===== config.mk =====
export PLATFORM = sky130hd
export DESIGN_NAME = pcp_paged_config_regs
export DESIGN_NICKNAME = d
export VERILOG_FILES = /design/src/pcp_pkg.sv /design/src/pcp_sync2.sv /design/src/pcp_qchg_timer.sv /design/src/pcp_paged_config_regs.sv
export SDC_FILE = /design/constraint.sdc
export NUM_CORES = 1
export LEC_CHECK = 0
export BUFFER_PORTS_ARGS = -buffer_cell sky130_fd_sc_hd__buf_2
export CAP_MARGIN = 0
export CORE_AREA = 2 2 192 194
export CTS_CLUSTER_SIZE = 16
export DETAILED_ROUTE_END_ITERATION = 16
export DIE_AREA = 0 0 194 196
export PLACE_DENSITY = 0.64
export SETUP_SLACK_MARGIN = 0.1
export SKIP_CTS_REPAIR_TIMING = 1
export SYNTH_ARGS = -nofsm -noshare
export SYNTH_HDL_FRONTEND = slang
export SYNTH_SLANG_ARGS = --single-unit

===== constraint.sdc =====
create_clock -name core_clk -period 3.3 [get_ports core_clk]
set_input_delay 0 -clock core_clk [delete_from_list [all_inputs] [get_ports core_clk]]
set_output_delay 0 -clock core_clk [all_outputs]
set_load 0.01 [all_outputs]

===== src/pcp_pkg.sv =====
// Constants and carrier types for the paged configuration and power-mode register block.
//
// Operation
// RULE1: Address 0x00 holds an eight-bit page selector on every page, and values 0 to 255 pick pages 0 to 255.
// RULE2: Writing one to bit 0 of the reset register returns every register to its power-on value; zero does nothing.
// RULE3: The software reset bit clears itself once the reset has been applied.
// RULE4: Bits 7 to 1 of the reset register are read-only, read as zero and take only zero from software.
// RULE5: Bits 5:4 of the reference register pick the quick-charge time of 3.5, 10, 50 or 100 ms.
// RULE6: Bit 3 of the reference register picks whether leaving sleep enables the reference with the regulator.
// RULE7: Bit 2 of the reference register picks internal analog regulation (0) or a direct 1.8 V analog supply (1).
// RULE8: Bit 1 picks the I/O supply mode, and software must not pick one while the I/O supply is above 2 V.
// RULE9: Bit 0 of the reference register is an active-low sleep control that resets to zero, so the part starts asleep.
// RULE10: Software writes only zeros into bits 7:6 of the reference register.
// RULE11: An analog supply above 2 V forces the analog supply mode to zero and raises a read-only flag.
// RULE12: An I/O supply above 2 V forces the I/O supply mode to zero and raises a read-only flag.
// RULE13: Addresses other than the page selector reach the page last written into it, and it reads back that value.
// RULE14: A software reset returns the page selector and the reference register to zero, as power-on reset does.
package pcp_pkg;

    // ----------------------------------------------------------------
    // Register offsets and reset values
    // ----------------------------------------------------------------
    localparam logic [7:0] PAGE_SELECT_OFFS = 8'h00;
    localparam logic [7:0] SOFT_RESET_OFFS = 8'h01;
    localparam logic [7:0] REF_CFG_OFFS = 8'h02;
    localparam logic [7:0] SUPPLY_STS_OFFS = 8'h03;
    localparam logic [7:0] PAGE_ZERO = 8'h00;
    localparam logic [7:0] PAGE_SELECT_RESET = 8'h00;
    localparam logic [7:0] REF_CFG_RESET = 8'h00;
    localparam logic SOFT_RESET_RESET = 1'b0;

    // ----------------------------------------------------------------
    // Field positions
    // ----------------------------------------------------------------
    localparam int SOFT_RESET_BIT = 0;
    localparam int QCHG_LSB = 4;
    localparam int SLEEP_EXIT_REF_BIT = 3;
    localparam int ANALOG_MODE_BIT = 2;
    localparam int IO_MODE_BIT = 1;
    localparam int SLEEP_N_BIT = 0;
    localparam int ANALOG_FLAG_BIT = 7;
    localparam int IO_FLAG_BIT = 6;

    // ----------------------------------------------------------------
    // Quick-charge times
    // ----------------------------------------------------------------
    localparam int CLK_PERIOD_NS = 50;
    localparam int QCHG_TIME0_US = 3500;
    localparam int QCHG_TIME1_US = 10000;
    localparam int QCHG_TIME2_US = 50000;
    localparam int QCHG_TIME3_US = 100000;
    localparam int QCHG_CYC0 = (QCHG_TIME0_US * 1000 + CLK_PERIOD_NS - 1) / CLK_PERIOD_NS;
    localparam int QCHG_CYC1 = (QCHG_TIME1_US * 1000 + CLK_PERIOD_NS - 1) / CLK_PERIOD_NS;
    localparam int QCHG_CYC2 = (QCHG_TIME2_US * 1000 + CLK_PERIOD_NS - 1) / CLK_PERIOD_NS;
    localparam int QCHG_CYC3 = (QCHG_TIME3_US * 1000 + CLK_PERIOD_NS - 1) / CLK_PERIOD_NS;

    // ----------------------------------------------------------------
    // Page-0 register table
    // ----------------------------------------------------------------
    localparam int RW_N = 22;
    localparam logic [7:0] RW_OFFS [RW_N] = '{
        8'h42, 8'h43, 8'h4F, 8'h64, 8'h65, 8'h66, 8'h67, 8'h68, 8'h69, 8'h6A, 8'h6B,
        8'h6C, 8'h6D, 8'h6E, 8'h6F, 8'h70, 8'h71, 8'h73, 8'h76, 8'h77, 8'h78, 8'h7E};
    localparam logic [7:0] RW_RESET [RW_N] = '{
        8'h00, 8'h50, 8'h00, 8'h20, 8'h20, 8'h20, 8'hC9, 8'h80, 8'hC9, 8'h80, 8'h20,
        8'h20, 8'h20, 8'hC9, 8'h80, 8'hC9, 8'h80, 8'h18, 8'hCC, 8'h00, 8'h00, 8'h00};
    localparam int RO_N = 8;
    localparam logic [7:0] RO_OFFS [RO_N] = '{8'h3C, 8'h3D, 8'h3E, 8'h3F, 8'h40, 8'h41, 8'h79, 8'h7A};

    // ----------------------------------------------------------------
    // Carriers
    // ----------------------------------------------------------------
    typedef struct packed {
        logic wr;
        logic rd;
        logic [7:0] addr;
        logic [7:0] wdata;
    } pcp_reg_req_t;

    typedef struct packed {
        logic [1:0] quick_charge_time;
        logic sleep_exit_ref_en;
        logic analog_supply_mode;
        logic io_supply_mode;
        logic sleep_active;
        logic digital_regulator_en;
        logic reference_en;
        logic quick_charge_active;
    } pcp_power_ctl_t;

    typedef logic [RO_N-1:0][7:0] pcp_ro_status_t;
    typedef logic [RW_N-1:0][7:0] pcp_cfg_regs_t;

endpackage


===== src/pcp_sync2.sv =====
// Two-stage synchroniser for levels entering the control clock domain.
`timescale 1ns/10ps
module pcp_sync2 #(
    parameter int WIDTH = 1
) (
    // Clock and reset
    input wire logic core_clk,
    input wire logic arst_n,
    // Levels
    input wire logic [WIDTH-1:0] async_in,
    output logic [WIDTH-1:0] sync_out
);
    logic [WIDTH-1:0] meta_q;

    always_ff @(posedge core_clk or negedge arst_n) begin
        if (!arst_n) begin
            meta_q <= '0;
            sync_out <= '0;
        end else begin
            meta_q <= async_in;
            sync_out <= meta_q;
        end
    end
endmodule


===== src/pcp_qchg_timer.sv =====
// Quick-charge window timer with four selectable durations.
`timescale 1ns/10ps
module pcp_qchg_timer #(
    parameter int CYC0 = pcp_pkg::QCHG_CYC0,
    parameter int CYC1 = pcp_pkg::QCHG_CYC1,
    parameter int CYC2 = pcp_pkg::QCHG_CYC2,
    parameter int CYC3 = pcp_pkg::QCHG_CYC3,
    parameter int CNT_W = 32
) (
    // Clock and reset
    input wire logic core_clk,
    input wire logic arst_n,
    // Control
    input wire logic start,
    input wire logic abort,
    input wire logic [1:0] sel,
    // Status
    output logic active
);
    logic [CNT_W-1:0] count_q;

    function automatic logic [CNT_W-1:0] load_value(input logic [1:0] s);
        case (s)
            2'd0: load_value = CNT_W'(CYC0 - 1);
            2'd1: load_value = CNT_W'(CYC1 - 1);
            2'd2: load_value = CNT_W'(CYC2 - 1);
            default: load_value = CNT_W'(CYC3 - 1);
        endcase
    endfunction

    // Abort wins so that a reference turned off mid-charge never leaves the charge path on.
    always_ff @(posedge core_clk or negedge arst_n) begin
        if (!arst_n) begin
            count_q <= '0;
            active <= 1'b0;
        end else if (abort) begin
            count_q <= '0;
            active <= 1'b0;
        end else if (start) begin
            count_q <= load_value(sel);
            active <= 1'b1;
        end else if (active && count_q != '0) begin
            count_q <= count_q - CNT_W'(1);
        end else begin
            active <= 1'b0;
        end
    end
endmodule


===== src/pcp_paged_config_regs.sv =====
// Paged register bank with software reset and reference/power-mode control.
`timescale 1ns/10ps
module pcp_paged_config_regs #(
    parameter int QCHG_CYC0 = pcp_pkg::QCHG_CYC0,
    parameter int QCHG_CYC1 = pcp_pkg::QCHG_CYC1,
    parameter int QCHG_CYC2 = pcp_pkg::QCHG_CYC2,
    parameter int QCHG_CYC3 = pcp_pkg::QCHG_CYC3
) (
    // Clock and reset
    input wire logic core_clk,
    input wire logic arst_n,
    // Register access from the control port
    input wire pcp_pkg::pcp_reg_req_t reg_req,
    output logic [7:0] reg_rdata,
    output logic reg_rd_valid,
    // Access forwarded to registers of other pages
    output pcp_pkg::pcp_reg_req_t page_req,
    output logic [7:0] page_sel,
    input wire logic [7:0] page_rdata,
    // Read-only status from neighbouring logic
    input wire pcp_pkg::pcp_ro_status_t ro_status,
    // Supply comparators, asynchronous to core_clk
    input wire logic analog_supply_high,
    input wire logic io_supply_high,
    // Power-mode controls and page-0 configuration
    output pcp_pkg::pcp_power_ctl_t power_ctl,
    output pcp_pkg::pcp_cfg_regs_t cfg_regs,
    output logic analog_supply_override_flag,
    output logic io_supply_override_flag
);

    // ----------------------------------------------------------------
    // Lookup functions
    // ----------------------------------------------------------------

    // Returns the table slot of a writable page-0 register, or RW_N when there is none.
    function automatic int rw_index(input logic [7:0] a);
        rw_index = pcp_pkg::RW_N;
        for (int i = 0; i < pcp_pkg::RW_N; i++) begin
            if (pcp_pkg::RW_OFFS[i] == a) begin
                rw_index = i;
            end
        end
    endfunction

    // Returns the slot of a read-only status register, or RO_N when there is none.
    function automatic int ro_index(input logic [7:0] a);
        ro_index = pcp_pkg::RO_N;
        for (int i = 0; i < pcp_pkg::RO_N; i++) begin
            if (pcp_pkg::RO_OFFS[i] == a) begin
                ro_index = i;
            end
        end
    endfunction

    // ----------------------------------------------------------------
    // State
    // ----------------------------------------------------------------
    logic [7:0] page_sel_q;
    logic soft_reset_bit_q;
    logic [7:0] ref_cfg_q;
    logic [7:0] cfg_q [pcp_pkg::RW_N];
    logic [7:0] rdata_q;
    logic rd_valid_q;
    logic page_rd_pend_q;
    pcp_pkg::pcp_reg_req_t page_req_q;
    pcp_pkg::pcp_power_ctl_t power_ctl_q;
    logic reference_en_q;
    logic analog_flag_q;
    logic io_flag_q;

    logic analog_high_s;
    logic io_high_s;
    logic qchg_active;

    logic addr_is_page;
    logic on_page_zero;
    logic local_hit;
    logic local_wr;
    logic local_rd;
    logic forward;
    logic soft_reset_req;
    logic [7:0] local_rdata;
    logic reference_en_d;
    logic qchg_start;
    int wr_slot;
    int rd_slot;
    int ro_slot;

    // ----------------------------------------------------------------
    // Supply comparator synchronisers
    // ----------------------------------------------------------------
    pcp_sync2 #(
        .WIDTH(2)
    ) u_supply_sync (
        .core_clk(core_clk),
        .arst_n(arst_n),
        .async_in({analog_supply_high, io_supply_high}),
        .sync_out({analog_high_s, io_high_s})
    );

    // ----------------------------------------------------------------
    // Address decode
    // ----------------------------------------------------------------
    assign addr_is_page = (reg_req.addr == pcp_pkg::PAGE_SELECT_OFFS);
    assign on_page_zero = (page_sel_q == pcp_pkg::PAGE_ZERO);
    assign local_hit = addr_is_page || on_page_zero;  // see RULE13
    assign local_wr = reg_req.wr && local_hit;
    assign local_rd = reg_req.rd && local_hit;
    assign forward = (reg_req.wr || reg_req.rd) && !local_hit;  // see RULE13
    assign wr_slot = rw_index(reg_req.addr);
    assign rd_slot = rw_index(reg_req.addr);
    assign ro_slot = ro_index(reg_req.addr);

    // A write of one to the reset bit is taken only while page 0 is selected, and not
    // while a reset is already being applied, so the bit can never stick.
    assign soft_reset_req = local_wr && on_page_zero
        && (reg_req.addr == pcp_pkg::SOFT_RESET_OFFS)
        && reg_req.wdata[pcp_pkg::SOFT_RESET_BIT]
        && !soft_reset_bit_q;  // see RULE2

    // ----------------------------------------------------------------
    // Software reset
    // ----------------------------------------------------------------

    // The bit is high for exactly the one cycle in which the reset is applied.
    always_ff @(posedge core_clk or negedge arst_n) begin
        if (!arst_n) begin
            soft_reset_bit_q <= pcp_pkg::SOFT_RESET_RESET;
        end else if (soft_reset_req) begin
            soft_reset_bit_q <= 1'b1;  // see RULE2
        end else begin
            soft_reset_bit_q <= 1'b0;  // see RULE3
        end
    end

    // ----------------------------------------------------------------
    // Page selector
    // ----------------------------------------------------------------
    always_ff @(posedge core_clk or negedge arst_n) begin
        if (!arst_n) begin
            page_sel_q <= pcp_pkg::PAGE_SELECT_RESET;
        end else if (soft_reset_bit_q) begin
            page_sel_q <= pcp_pkg::PAGE_SELECT_RESET;  // see RULE14
        end else if (reg_req.wr && addr_is_page) begin
            page_sel_q <= reg_req.wdata;  // see RULE1
        end
    end

    // ----------------------------------------------------------------
    // Reference and power-mode register
    // ----------------------------------------------------------------

    // Reserved bits 7:6 are stored as written; software is expected to keep them zero.
    always_ff @(posedge core_clk or negedge arst_n) begin
        if (!arst_n) begin
            ref_cfg_q <= pcp_pkg::REF_CFG_RESET;  // see RULE9
        end else if (soft_reset_bit_q) begin
            ref_cfg_q <= pcp_pkg::REF_CFG_RESET;  // see RULE14
        end else if (local_wr && on_page_zero && reg_req.addr == pcp_pkg::REF_CFG_OFFS) begin
            ref_cfg_q <= reg_req.wdata;
        end
    end

    // ----------------------------------------------------------------
    // Other page-0 configuration registers
    // ----------------------------------------------------------------
    always_ff @(posedge core_clk or negedge arst_n) begin
        if (!arst_n) begin
            for (int i = 0; i < pcp_pkg::RW_N; i++) begin
                cfg_q[i] <= pcp_pkg::RW_RESET[i];
            end
        end else if (soft_reset_bit_q) begin
            for (int i = 0; i < pcp_pkg::RW_N; i++) begin
                cfg_q[i] <= pcp_pkg::RW_RESET[i];  // see RULE2
            end
        end else if (local_wr && on_page_zero && wr_slot < pcp_pkg::RW_N) begin
            cfg_q[wr_slot] <= reg_req.wdata;
        end
    end

    always_comb begin
        for (int i = 0; i < pcp_pkg::RW_N; i++) begin
            cfg_regs[i] = cfg_q[i];
        end
    end

    // ----------------------------------------------------------------
    // Supply override flags
    // ----------------------------------------------------------------

    // The flags follow the synchronised comparators; they are status, not sticky events.
    always_ff @(posedge core_clk or negedge arst_n) begin
        if (!arst_n) begin
            analog_flag_q <= 1'b0;
            io_flag_q <= 1'b0;
        end else begin
            analog_flag_q <= analog_high_s;  // see RULE11
            io_flag_q <= io_high_s;  // see RULE12
        end
    end

    // ----------------------------------------------------------------
    // Read data for page 0
    // ----------------------------------------------------------------
    always_comb begin
        local_rdata = 8'h00;
        if (addr_is_page) begin
            local_rdata = page_sel_q;  // see RULE13
        end else if (reg_req.addr == pcp_pkg::SOFT_RESET_OFFS) begin
            local_rdata[pcp_pkg::SOFT_RESET_BIT] = soft_reset_bit_q;  // see RULE4
        end else if (reg_req.addr == pcp_pkg::REF_CFG_OFFS) begin
            local_rdata = ref_cfg_q;
        end else if (reg_req.addr == pcp_pkg::SUPPLY_STS_OFFS) begin
            local_rdata[pcp_pkg::ANALOG_FLAG_BIT] = analog_flag_q;
            local_rdata[pcp_pkg::IO_FLAG_BIT] = io_flag_q;
        end else if (rd_slot < pcp_pkg::RW_N) begin
            local_rdata = cfg_q[rd_slot];
        end else if (ro_slot < pcp_pkg::RO_N) begin
            local_rdata = ro_status[ro_slot];
        end
    end

    // ----------------------------------------------------------------
    // Forwarding to other pages
    // ----------------------------------------------------------------

    // Registering the forwarded access costs a cycle but keeps the page ports glitch free.
    always_ff @(posedge core_clk or negedge arst_n) begin
        if (!arst_n) begin
            page_req_q <= '0;
        end else if (forward) begin
            page_req_q <= reg_req;  // see RULE13
        end else begin
            page_req_q <= '0;
        end
    end

    always_ff @(posedge core_clk or negedge arst_n) begin
        if (!arst_n) begin
            page_rd_pend_q <= 1'b0;
        end else begin
            page_rd_pend_q <= forward && reg_req.rd;
        end
    end

    // ----------------------------------------------------------------
    // Read answer
    // ----------------------------------------------------------------
    always_ff @(posedge core_clk or negedge arst_n) begin
        if (!arst_n) begin
            rdata_q <= 8'h00;
            rd_valid_q <= 1'b0;
        end else if (local_rd) begin
            rdata_q <= local_rdata;
            rd_valid_q <= 1'b1;
        end else if (page_rd_pend_q) begin
            rdata_q <= page_rdata;
            rd_valid_q <= 1'b1;
        end else begin
            rd_valid_q <= 1'b0;
        end
    end

    // ----------------------------------------------------------------
    // Power-mode control
    // ----------------------------------------------------------------
    assign reference_en_d = ref_cfg_q[pcp_pkg::SLEEP_N_BIT]
        && ref_cfg_q[pcp_pkg::SLEEP_EXIT_REF_BIT];  // see RULE6
    assign qchg_start = reference_en_d && !reference_en_q;

    always_ff @(posedge core_clk or negedge arst_n) begin
        if (!arst_n) begin
            reference_en_q <= 1'b0;
        end else begin
            reference_en_q <= reference_en_d;
        end
    end

    pcp_qchg_timer #(
        .CYC0(QCHG_CYC0),
        .CYC1(QCHG_CYC1),
        .CYC2(QCHG_CYC2),
        .CYC3(QCHG_CYC3),
        .CNT_W(32)
    ) u_qchg_timer (
        .core_clk(core_clk),
        .arst_n(arst_n),
        .start(qchg_start),
        .abort(!reference_en_d),
        .sel(ref_cfg_q[pcp_pkg::QCHG_LSB +: 2]),  // see RULE5
        .active(qchg_active)
    );

    // A supply above 2 V overrides the programmed mode whatever software wrote.
    always_ff @(posedge core_clk or negedge arst_n) begin
        if (!arst_n) begin
            power_ctl_q <= '0;
            power_ctl_q.sleep_active <= 1'b1;
        end else begin
            power_ctl_q.quick_charge_time <= ref_cfg_q[pcp_pkg::QCHG_LSB +: 2];  // see RULE5
            power_ctl_q.sleep_exit_ref_en <= ref_cfg_q[pcp_pkg::SLEEP_EXIT_REF_BIT];
            power_ctl_q.analog_supply_mode <= ref_cfg_q[pcp_pkg::ANALOG_MODE_BIT]
                && !analog_high_s;  // see RULE7, RULE11
            power_ctl_q.io_supply_mode <= ref_cfg_q[pcp_pkg::IO_MODE_BIT]
                && !io_high_s;  // see RULE8, RULE12
            power_ctl_q.sleep_active <= !ref_cfg_q[pcp_pkg::SLEEP_N_BIT];  // see RULE9
            power_ctl_q.digital_regulator_en <= ref_cfg_q[pcp_pkg::SLEEP_N_BIT];  // see RULE6
            power_ctl_q.reference_en <= reference_en_d;
            power_ctl_q.quick_charge_active <= qchg_active;
        end
    end

    // ----------------------------------------------------------------
    // Outputs
    // ----------------------------------------------------------------
    assign reg_rdata = rdata_q;
    assign reg_rd_valid = rd_valid_q;
    assign page_req = page_req_q;
    assign page_sel = page_sel_q;
    assign power_ctl = power_ctl_q;
    assign analog_supply_override_flag = analog_flag_q;
    assign io_supply_override_flag = io_flag_q;

endmodule


==> summary.txt, run 1 <==
Die
  – I/O pins: 316
  – Initial Util: 39.5%
  – Core area: 0.0361 mm^2
  – Die Span X: 194 um
  – Die ar.: 0.0380 mm^2
  – Site Rows: 70
  – Height of the die: 196 um

Layout
  – Final Net Count: 1963
  – Layout cell share with drive strength beyond 1: 28.9%
  – Number of inserted diodes: 0
  – Final cell count without fillers: 2355
  – Most used cells in the layout excluding fill and tap cells: 314 x buf_2, 232 x dfrtp_1, 216 x nor2_1
  – Final instance area: 0.0181 mm^2
  – Synthesis-to-finish area growth: 27.1%
  – Leading cell type in the layout, fill and taps excluded: buf_2

Power and ir drop
  – Net switching power: 2.19 mW
  – Leak Pwr: 9.46 nW
  – PwrDens: 437 mW/mm^2
  – Fraction of power spent switching nets: 27.6%
  – Part of the total power dissipated in the clock network: 42.6%
  – Max rail drop VDD: 0.000380 V
  – Flop pwr share: 44.8%
  – Total power: 7.92 mW
  – Internal Dissipation: 5.73 mW
  – Part of the power in combinational logic: 12.5%

Place
  – Total of buffers placed on input and output ports: 315
  – Final weighted congestion in routability-driven placement: 0.998
  – Estimated wirelength of the detail-placed design: 43200 um
  – Placed cells: 2278
  – Placed standard-cell area: 0.0169 mm^2

CTS
  – Number of sinks driven by the clock tree: 268
  – Clock root buffer master: clkbuf_16
  – Clock tree from TritonCTS: yes
  – H-tree lvl count: 1
  – Later-pin clock latency in the skew report: 580 ps
  – Number of buffers created by CTS: 30
  – Buffers from clock root to sink, at most: 3
  – Post-CTS clock slew at the launch and capture registers of the worst setup and hold paths: 60 ps

Drt
  – Routed length per placed instance: 24.8 um
  – Topmost layer with routed signal wires: met4
  – Via density per instance: 5.81
  – Post-route met1 wirelength: 24900 um
  – Met3 WL: 5210 um
  – Total met2 wirelength after detailed routing: 26700 um
  – Post-Route WL: 58500 um
  – Via count: 13.7k
  – Iteration-0 DRC Markers: 1318
  – Detailed-route DRC error count: 0
  – Residual antenna-violating net count after detailed routing: 0
  – Drt pass-1 iters: 6

STA
  – Setup repair after global routing missed its margin: no
  – Smallest hold slack: -19.0 ps
  – Post-route setup TNS: 0 ps
  – Final critical path time including I/O delays and setup: 3170 ps
  – Final hold violation count: 2
  – Measured slew at the worst slew-check pin: 1030 ps
  – Number of pins exceeding their max-slew limit in the final report: 0
  – Final Cycle Share: 95.9%
  – Slew headroom: 31.0%
  – Achievable clock frequency: 316 MHz
  – Final setup violating endpoints: 0
  – Final Skew: 27.2 ps

Logic synthesis
  – Share of synthesized registers carrying an async set or reset: 100%
  – Share of the synthesized netlist area taken by xor and xnor gates: 1.66%
  – Netlist area before placement: 0.0143 mm^2
  – Count of warnings emitted by yosys: 0
  – Fraction of the yosys area taken by sequential cells: 47.3%
  – Flip-flop cell with the highest count after synthesis: dfrtp_1
  – Leading post-synthesis cells by cell area: dfrtp_1 41%, mux2i_1 13%, dfstp_2 6.4%, nor2_1 5.7%, nand2_1 3.6%
  – Largest family of logic cells by synthesized area: simple AND/OR/NAND/NOR gates
  – #FFs+latches synth: 268
  – Syn Nets: 1606
  – Leading area contributor after synthesis: dfrtp_1
  – Mux cell area share after synthesis: 14.2%
  – Cell count after synthesis: 1506
  – Number of distinct library cell variants in the gate-level netlist after synthesis: 74
  – Complex-gate fraction of the synthesized area: 12.3%
  – Adder and majority gate portion of the synthesized area: 0.526%
  – Count of flip-flops with a built-in enable after synthesis: 0
  – Post-synth top area share: 40.9%
  – Avg Synthesized Cell Area: 9.48 um^2
  – Synth Area in Simple Gates: 20.2%

Setup path
  – Peak per-stage delay on the critical path: 530 ps
  – Critical Path AT: 3620 ps
  – Flop2flop setup slack: 130 ps
  – Ordered cell list for the critical path: or4_1 > nor2_1 > and2_1 > o31ai_4 > buf_4 > nor4_2 > buf_12 > mux2i_1 > nor2_1
  – Cell occurring most often along the worst timing path: nor2_1
  – Critical path class: flip-flop to flip-flop
  – Slowest cell on the critical path: or4_1
  – Endpoint kind of the worst setup timing path: flip-flop
  – Crit Path Max Fanout: 12
  – Required time of the critical path: 3750 ps
  – Cell count of the worst reg-to-reg path: 9
  – Worst Setup Start Kind: flip-flop

Run status
  – Violations in the final reports: hold timing
  – Status: finished with violations

GRT
  – Initial antenna violation count: 1
  – Wire length of the first global-routing pass: 87000 um
  – Total global routing track utilization: 30.0%
  – Overflow left after global routing: 0
  – Maximum number of pins on one net before global-route repair: 88
  – Number of global-route vias before repair: 13.1k

Flow run
  – Reported max-cap violation count: 0

Min path
  – Worst hold path depth: 3
  – Min-delay worst type: input port to flip-flop
==> cell type report <==
class / instances / area (um^2)
fillers: 3420 / 17900
multi-input cells: 1104 / 7010
flip-flops and latches: 268 / 6750
repair buffers: 438 / 2730
clock buffers: 41 / 842
well taps: 468 / 586
clock inverters: 15 / 148
inverters: 21 / 78.8
==> per-stage QoR <==
stage          setup slack (ps)  utilization (%)
2_1_floorplan               623                -
3_3_place_gp               86.7             46.9
3_5_place_dp               64.2             46.9
4_1_cts                     235             49.7
5_1_grt                     103             50.3
6_report                    134             50.3
==> kinds of logic (layout without fill, tap and decap cells) <==
kind of cell	after synthesis	count (layout)
compound gates	269	269
xor+xnor	27	27
fa+ha+maj	6	6
buf+inv	134	515
flops	268	268
mux	201	201
simple gates	601	601
==> cells in the mapped netlist, drive strengths merged, types with 6 or more instances <==
library cell and number:
a31oi 12, dfrtp 233, nor2b 14, o22ai 12, nand4 11, a211oi 13, o21ai 41, and2 21
and3 6, a211o 16, a32oi 6, a221oi 7, or3 13, nor2 218, mux2i 190, ha 6
or4 10, xnor2 19, o21a 6, nand2b 10, o32ai 6, dfstp 35, buf 36, clkbuf 77
a21oi 98, mux2 11, nor3 61, nor4 26, xor2 8, nand3 51, nand2 141, o31ai 11
inv 21
==> power groups by stage <==
stage | logic, mW | registers, mW | clock network [mW]
after floorplan | 0.414 | 3.60 | 0
after global placement | 0.953 | 3.61 | 0
after detailed placement | 0.960 | 3.61 | 0
after CTS | 0.963 | 3.55 | 3.43
after global routing | 1.07 | 3.56 | 3.57
final | 0.991 | 3.55 | 3.38
==> sequential cells by signal, summed over array words and instances (netlist names), 8 cells and up <==
name,cells
cfg_regs,176
page_req,17
page_sel,8
power_ctl,9
ref_cfg_q,8
reg_rdata,8
u_qchg_timer.count_q,32
==> routing by layer <==
layer  vias to the layer above  track usage [%]
met5                         -                0
met4                         0             8.75
met3                        89             6.21
met2                       727             47.1
met1                      6795             41.9
li1                       6081                -
==> worst max-delay path, delay by kind of cell (launching register included) <==
kind / cells / cell delay (ps)
AOI/OAI and AO/OA: 1 / 190
buffers and inverters: 2 / 450
DFF: 1 / 420
muxes: 1 / 190
and+or+nand+nor: 5 / 1790
==> path summary, 6_finish.rpt <==
kind                                                   startpoint                                   to
worst max-delay path                      page_sel[4]$_DFFE_PN0P_             cfg_regs[68]$_DFFE_PN0P_
worst min-delay path                                   reg_req[3]            cfg_regs[155]$_DFFE_PN0P_
worst max register to register            page_sel[4]$_DFFE_PN0P_             cfg_regs[68]$_DFFE_PN0P_
worst min register to register  u_supply_sync.meta_q[0]$_DFF_PN0_  u_supply_sync.sync_out[0]$_DFF_PN0_
max in group asynchronous                                  arst_n             cfg_regs[29]$_DFFE_PN1P_
min in group asynchronous                                  arst_n               page_req[13]$_DFF_PN0_
(Power assumes the default switching activity.)
==> run 2: changes to the inputs <==
- CELL_PAD_IN_SITES_DETAIL_PLACEMENT: unset -> 0
- CELL_PAD_IN_SITES_GLOBAL_PLACEMENT: unset -> 1
- CORE_AREA: 2 2 192 194 -> 2 2 197 199
- DIE_AREA: 0 0 194 196 -> 0 0 199 201
- PLACE_DENSITY: 0.64 -> 0.79
- clock period: 3.3 -> 2.76 ns (I/O delays scaled with it)
==> run 2 against run 1 <==
Effect of this change: the flow still finishes with violations (hold timing); final cell count increased by 6.7%; non-clock buffer count increased by 107; sequential share of layout area decreased by 2.1 points; die area increased by 5.2%; sequential power up 19%; clock skew is 3.4 ps higher; largest power group unchanged.
==> summary.txt, run 2 (synthesized netlist as in run 1, its figures left out) <==
STA
  – Final Skew: 30.6 ps
  – Setup repair after global routing missed its margin: yes
  – Final hold violation count: 1
  – Achievable clock frequency: 380 MHz
  – Final Cycle Share: 95.2%
  – Slew headroom: 34.3%
  – Measured slew at the worst slew-check pin: 977 ps
  – Number of pins exceeding their max-slew limit in the final report: 0
  – Final critical path time including I/O delays and setup: 2630 ps
  – PnR worst setup slack: 131 ps
  – Smallest hold slack: -59.4 ps
  – Final setup violating endpoints: 0

Min path
  – Min-delay worst type: input port to flip-flop

Setup path
  – Cell count of the worst reg-to-reg path: 9
  – Required time of the critical path: 3160 ps
  – Capture point of the critical path: reg_rdata[6]$_DFFE_PN0P_
  – Ordered cell list for the critical path: or4_1 > nor2_4 > o21ai_2 > nand2_1 > nand3_1 > a2111o_1 > a31oi_1 > buf_4 > a31oi_1
  – Cell occurring most often along the worst timing path: a31oi_1
  – Worst path depth: 9
  – Cell family with the largest share of critical-path delay: simple AND/OR/NAND/NOR gates
  – Critical Path AT: 3030 ps
  – Peak per-stage delay on the critical path: 570 ps
  – Slowest cell on the critical path: or4_1
  – Flop2flop setup slack: 130 ps
  – Crit path buf inv count: 1
  – Endpoint kind of the worst setup timing path: flip-flop
  – Crit. Startpoint: page_sel[0]$_DFFE_PN0P_
  – Worst Setup Start Kind: flip-flop
  – Reg2Reg Launch Point: page_sel[0]$_DFFE_PN0P_
  – Critical path class: flip-flop to flip-flop
  – Capture point of the worst reg-to-reg path: reg_rdata[6]$_DFFE_PN0P_
  – Crit Path Max Fanout: 7

Drt
  – Iteration-0 DRC Markers: 1255
  – Drt pass-1 iters: 5
  – Via count: 13.8k
  – Residual antenna-violating net count after detailed routing: 0
  – Detailed-route DRC error count: 0
  – Post-Route WL: 59000 um
  – Via density per instance: 5.51
  – Routed length per placed instance: 23.5 um

Die
  – Die Span X: 199 um
  – Height of the die: 201 um
  – Core area: 0.0381 mm^2
  – I/O pins: 316
  – Initial Util: 37.5%
  – Die ar.: 0.0400 mm^2
  – Site Rows: 72

Layout
  – Leading cell type in the layout, fill and taps excluded: buf_2
  – Final Net Count: 2070
  – Most used cells in the layout excluding fill and tap cells: 314 x buf_2, 232 x dfrtp_1, 214 x nor2_1
  – Finished Core Util: 50.4%
  – Synthesis-to-finish area growth: 34.7%
  – Final cell count without fillers: 2512
  – Number of inserted diodes: 0
  – Largest register FFs: 176
  – Layout cell share with drive strength beyond 1: 33.1%

Place
  – Worst setup timing slack at the placement stage: -234 ps
  – Total of buffers placed on input and output ports: 315
  – Placed cells: 2430
  – Estimated wirelength of the detail-placed design: 44000 um
  – Final weighted congestion in routability-driven placement: 1.00

CTS
  – Later-pin clock latency in the skew report: 590 ps
  – Buffers from clock root to sink, at most: 3
  – Clock tree from TritonCTS: yes
  – Number of buffers created by CTS: 30
  – H-tree lvl count: 1
  – Number of sinks driven by the clock tree: 268
  – Post-CTS clock slew at the launch and capture registers of the worst setup and hold paths: 60 ps
  – Clock root buffer master: clkbuf_16

GRT
  – Overflow left after global routing: 0
  – Initial antenna violation count: 0
  – Wire length of the first global-routing pass: 86300 um
  – Number of global-route vias before repair: 13.5k
  – Maximum number of pins on one net before global-route repair: 119
  – Total global routing track utilization: 28.8%

Power and ir drop
  – Max rail drop VDD: 0.000469 V
  – Leak Pwr: 10.1 nW
  – PwrDens: 506 mW/mm^2

Flow run
  – Reported max-cap violation count: 0

Run status
  – Violations in the final reports: hold timing
  – Status: finished with violations
## run 2: routing by layer
layer  track usage (%)  wire, um
met1              39.4     25100
met4              9.67      2000
met3              6.74      5180
met5                 0         0
met2              44.7     26800
## run 2: layout make-up
type                    instances  area [um^2]
well taps                     518          648
inverters                      21         78.8
fillers                      3611        18900
flip-flops and latches        268         6750
clock inverters                 9          153
clock buffers                  47          885
repair buffers                545         3620
multi-input cells            1104         7090
## run 2: worst min path at each step
stage,from,to,slack (ps),depth (start not counted)
after CTS,arst_n,ref_cfg_q[3]$_DFFE_PN0P_,-520,1
final,page_rdata[2],reg_rdata[2]$_DFFE_PN0P_,-60,5
after global placement,arst_n,page_req[12]$_DFF_PN0_,90,1
after global routing,page_rdata[2],reg_rdata[2]$_DFFE_PN0P_,6,5
after floorplan,arst_n,analog_supply_override_flag$_DFF_PN0_,-300,0
after detailed placement,arst_n,reg_rd_valid$_DFF_PN0_,90,1
## run 2: power by group
| group | internal, mW | switching (mW) |
|---|---|---|
| logic | 0.515 | 0.803 |
| clock network | 2.48 | 1.69 |
| registers | 4.10 | 0.130 |
## run 2: per-stage QoR
| step | power, mW | area, um^2 | TNS, ps |
|---|---|---|---|
| 3_3_place_gp | 5.53 | 17900 | -862 |
| 2_1_floorplan | 4.80 | 14300 | 0 |
| 6_report | 9.72 | 19200 | 0 |
| 3_5_place_dp | 5.54 | 17900 | -1080 |
| 4_1_cts | 9.73 | 18900 | -287 |
| 5_1_grt | 10.1 | 19200 | 0 |
## run 2: worst min-delay path, stage by stage
cell and delay, ps:
buf_2 80, nand2_1 40, nand2_1 190, a21oi_1 90, o21ai_0 60
==> run 3: changes to the inputs <==
- CORE_AREA: 2 2 197 199 -> 2 2 192 194
- CTS_CLUSTER_SIZE: 16 -> unset
- DIE_AREA: 0 0 199 201 -> 0 0 194 196
- PLACE_DENSITY: 0.79 -> 0.8
- clock period: 2.76 -> 3.2 ns (I/O delays scaled with it)
==> run 3 against run 2 <==
Effect of this change: the run still ends with hold timing left; wire length is 0.69% lower; final cell count is 6.4% lower; maximum frequency is 9.9% lower; critical path type unchanged; highest routed layer unchanged.
==> summary.txt, run 3 (synthesized netlist as in run 1, its figures left out) <==
Run status
  – Status: finished with violations
  – Violations in the final reports: hold timing

Layout
  – Final instance area: 0.0181 mm^2
  – Most used cells in the layout excluding fill and tap cells: 314 x buf_2, 232 x dfrtp_1, 215 x nor2_1
  – Layout cell share with drive strength beyond 1: 29.0%
  – Final Net Count: 1960
  – Number of inserted diodes: 0
  – Synthesis-to-finish area growth: 26.5%
  – Leading cell type in the layout, fill and taps excluded: buf_2
  – Largest register FFs: 176
  – Final cell count without fillers: 2352

CTS
  – Number of buffers created by CTS: 30
  – Clock tree from TritonCTS: yes
  – H-tree lvl count: 1
  – Buffers from clock root to sink, at most: 3
  – Post-CTS clock slew at the launch and capture registers of the worst setup and hold paths: 60 ps
  – Later-pin clock latency in the skew report: 600 ps
  – Clock root buffer master: clkbuf_16
  – Number of sinks driven by the clock tree: 268

Drt
  – Residual antenna-violating net count after detailed routing: 0
  – Drt pass-1 iters: 5
  – Post-Route WL: 58600 um
  – Routed length per placed instance: 24.9 um
  – Iteration-0 DRC Markers: 1419
  – Detailed-route DRC error count: 0
  – Via count: 13.6k
  – Via density per instance: 5.79

Setup path
  – Peak per-stage delay on the critical path: 550 ps
  – Crit Path Max Fanout: 8
  – Critical path class: flip-flop to flip-flop
  – Critical Path AT: 3350 ps
  – Crit path buf inv count: 1
  – Ordered cell list for the critical path: or4_1 > nor2_2 > o21ai_1 > a221o_1 > a211o_1 > nor4_1 > buf_4 > a211oi_1
  – Slowest cell on the critical path: or4_1
  – Worst Setup Start Kind: flip-flop
  – Endpoint kind of the worst setup timing path: flip-flop
  – Required time of the critical path: 3640 ps
  – Cell family with the largest share of critical-path delay: simple AND/OR/NAND/NOR gates

Power and ir drop
  – PwrDens: 459 mW/mm^2
  – Leak Pwr: 9.46 nW
  – Max rail drop VDD: 0.000374 V

Place
  – Final weighted congestion in routability-driven placement: 0.969
  – Worst setup timing slack at the placement stage: -260 ps
  – Estimated wirelength of the detail-placed design: 43000 um
  – Total of buffers placed on input and output ports: 315
  – Placed standard-cell area: 0.0169 mm^2
  – Placed cells: 2279

STA
  – Final setup violating endpoints: 0
  – Setup repair after global routing missed its margin: yes
  – Number of pins exceeding their max-slew limit in the final report: 0
  – Final critical path time including I/O delays and setup: 2920 ps
  – Achievable clock frequency: 343 MHz
  – Measured slew at the worst slew-check pin: 1080 ps
  – Smallest hold slack: -23.3 ps
  – PnR worst setup slack: 283 ps
  – Slew headroom: 28.2%
  – Final Cycle Share: 91.1%
  – Final Skew: 32.9 ps
  – Final hold violation count: 4

GRT
  – Overflow left after global routing: 0
  – Number of global-route vias before repair: 13.3k
  – Initial antenna violation count: 0
  – Total global routing track utilization: 30.1%
  – Wire length of the first global-routing pass: 87200 um
  – Maximum number of pins on one net before global-route repair: 120

Flow run
  – Reported max-cap violation count: 0

Die
  – Die Span X: 194 um
  – Site Rows: 70
  – Initial Util: 39.5%
  – Die ar.: 0.0380 mm^2
  – I/O pins: 316
  – Core area: 0.0361 mm^2
  – Height of the die: 196 um

Min path
  – Min-delay worst type: input port to flip-flop
==> run 3: changes by cell type in the layout (fill, tap and decap cells not counted), moves of 3 or more <==
| cell | previous run | this run |
|---|---|---|
| buf_4 | 189 | 97 |
| inv_6 | 0 | 3 |
| buf_12 | 20 | 6 |
| dlygate4sd3_1 | 21 | 17 |
==> run 3: final timing paths <==
path	from	to	slack [ps]	cells past startpoint
max	page_sel[4]$_DFFE_PN0P_	reg_rdata[3]$_DFFE_PN0P_	280	8
min	reg_req[8]	page_req[8]$_DFF_PN0_	-20	3
max reg2reg	page_sel[4]$_DFFE_PN0P_	reg_rdata[3]$_DFFE_PN0P_	280	8
min reg2reg	u_supply_sync.meta_q[1]$_DFF_PN0_	u_supply_sync.sync_out[1]$_DFF_PN0_	360	0
max in group asynchronous	arst_n	power_ctl[3]$_DFF_PN1_	2050	3
min in group asynchronous	arst_n	page_req[15]$_DFF_PN0_	-10	2
==> run 3: layout make-up <==
class                           count  area [um^2]
Sequential cell                   268         6750
Fill cell                        3437        18000
Multi-Input combinational cell   1104         7030
Timing Repair Buffer              435         2610
Clock buffer                       46          892
Inverter                           21         78.8
Clock inverter                     10          118
Tap cell                          468          586
==> run 3: worst register-to-register path, cell delays in order (launching register included) <==
cell	delay [ps]
dfrtp_1	400
or4_1	550
nor2_2	210
o21ai_1	210
a221o_1	340
a211o_1	400
nor4_1	460
buf_4	190
a211oi_1	40
==> run 3: power by group <==
group | total, mW | switching (mW) | internal, mW
registers | 3.67 | 0.134 | 3.53
clock network | 3.57 | 1.49 | 2.08
logic | 1.06 | 0.675 | 0.385
==> run 3: layer usage <==
layer	wire length, um	track usage, %
met2	26900	48.2
met3	5200	4.85
met5	0	0
met1	25100	42.8
met4	1400	7.69
==> run 3: metrics by stage <==
step           util [%]  total power [mW]  TNS (ps)  hold slack (ps)
5_1_grt            50.0              8.58         0             1.08
3_5_place_dp       46.7              4.75      -549              115
6_report           50.0              8.30         0            -23.3
3_3_place_gp       46.7              4.74      -455              124
2_1_floorplan         -              4.14         0             -296
4_1_cts            49.5              8.31     -46.5             -479
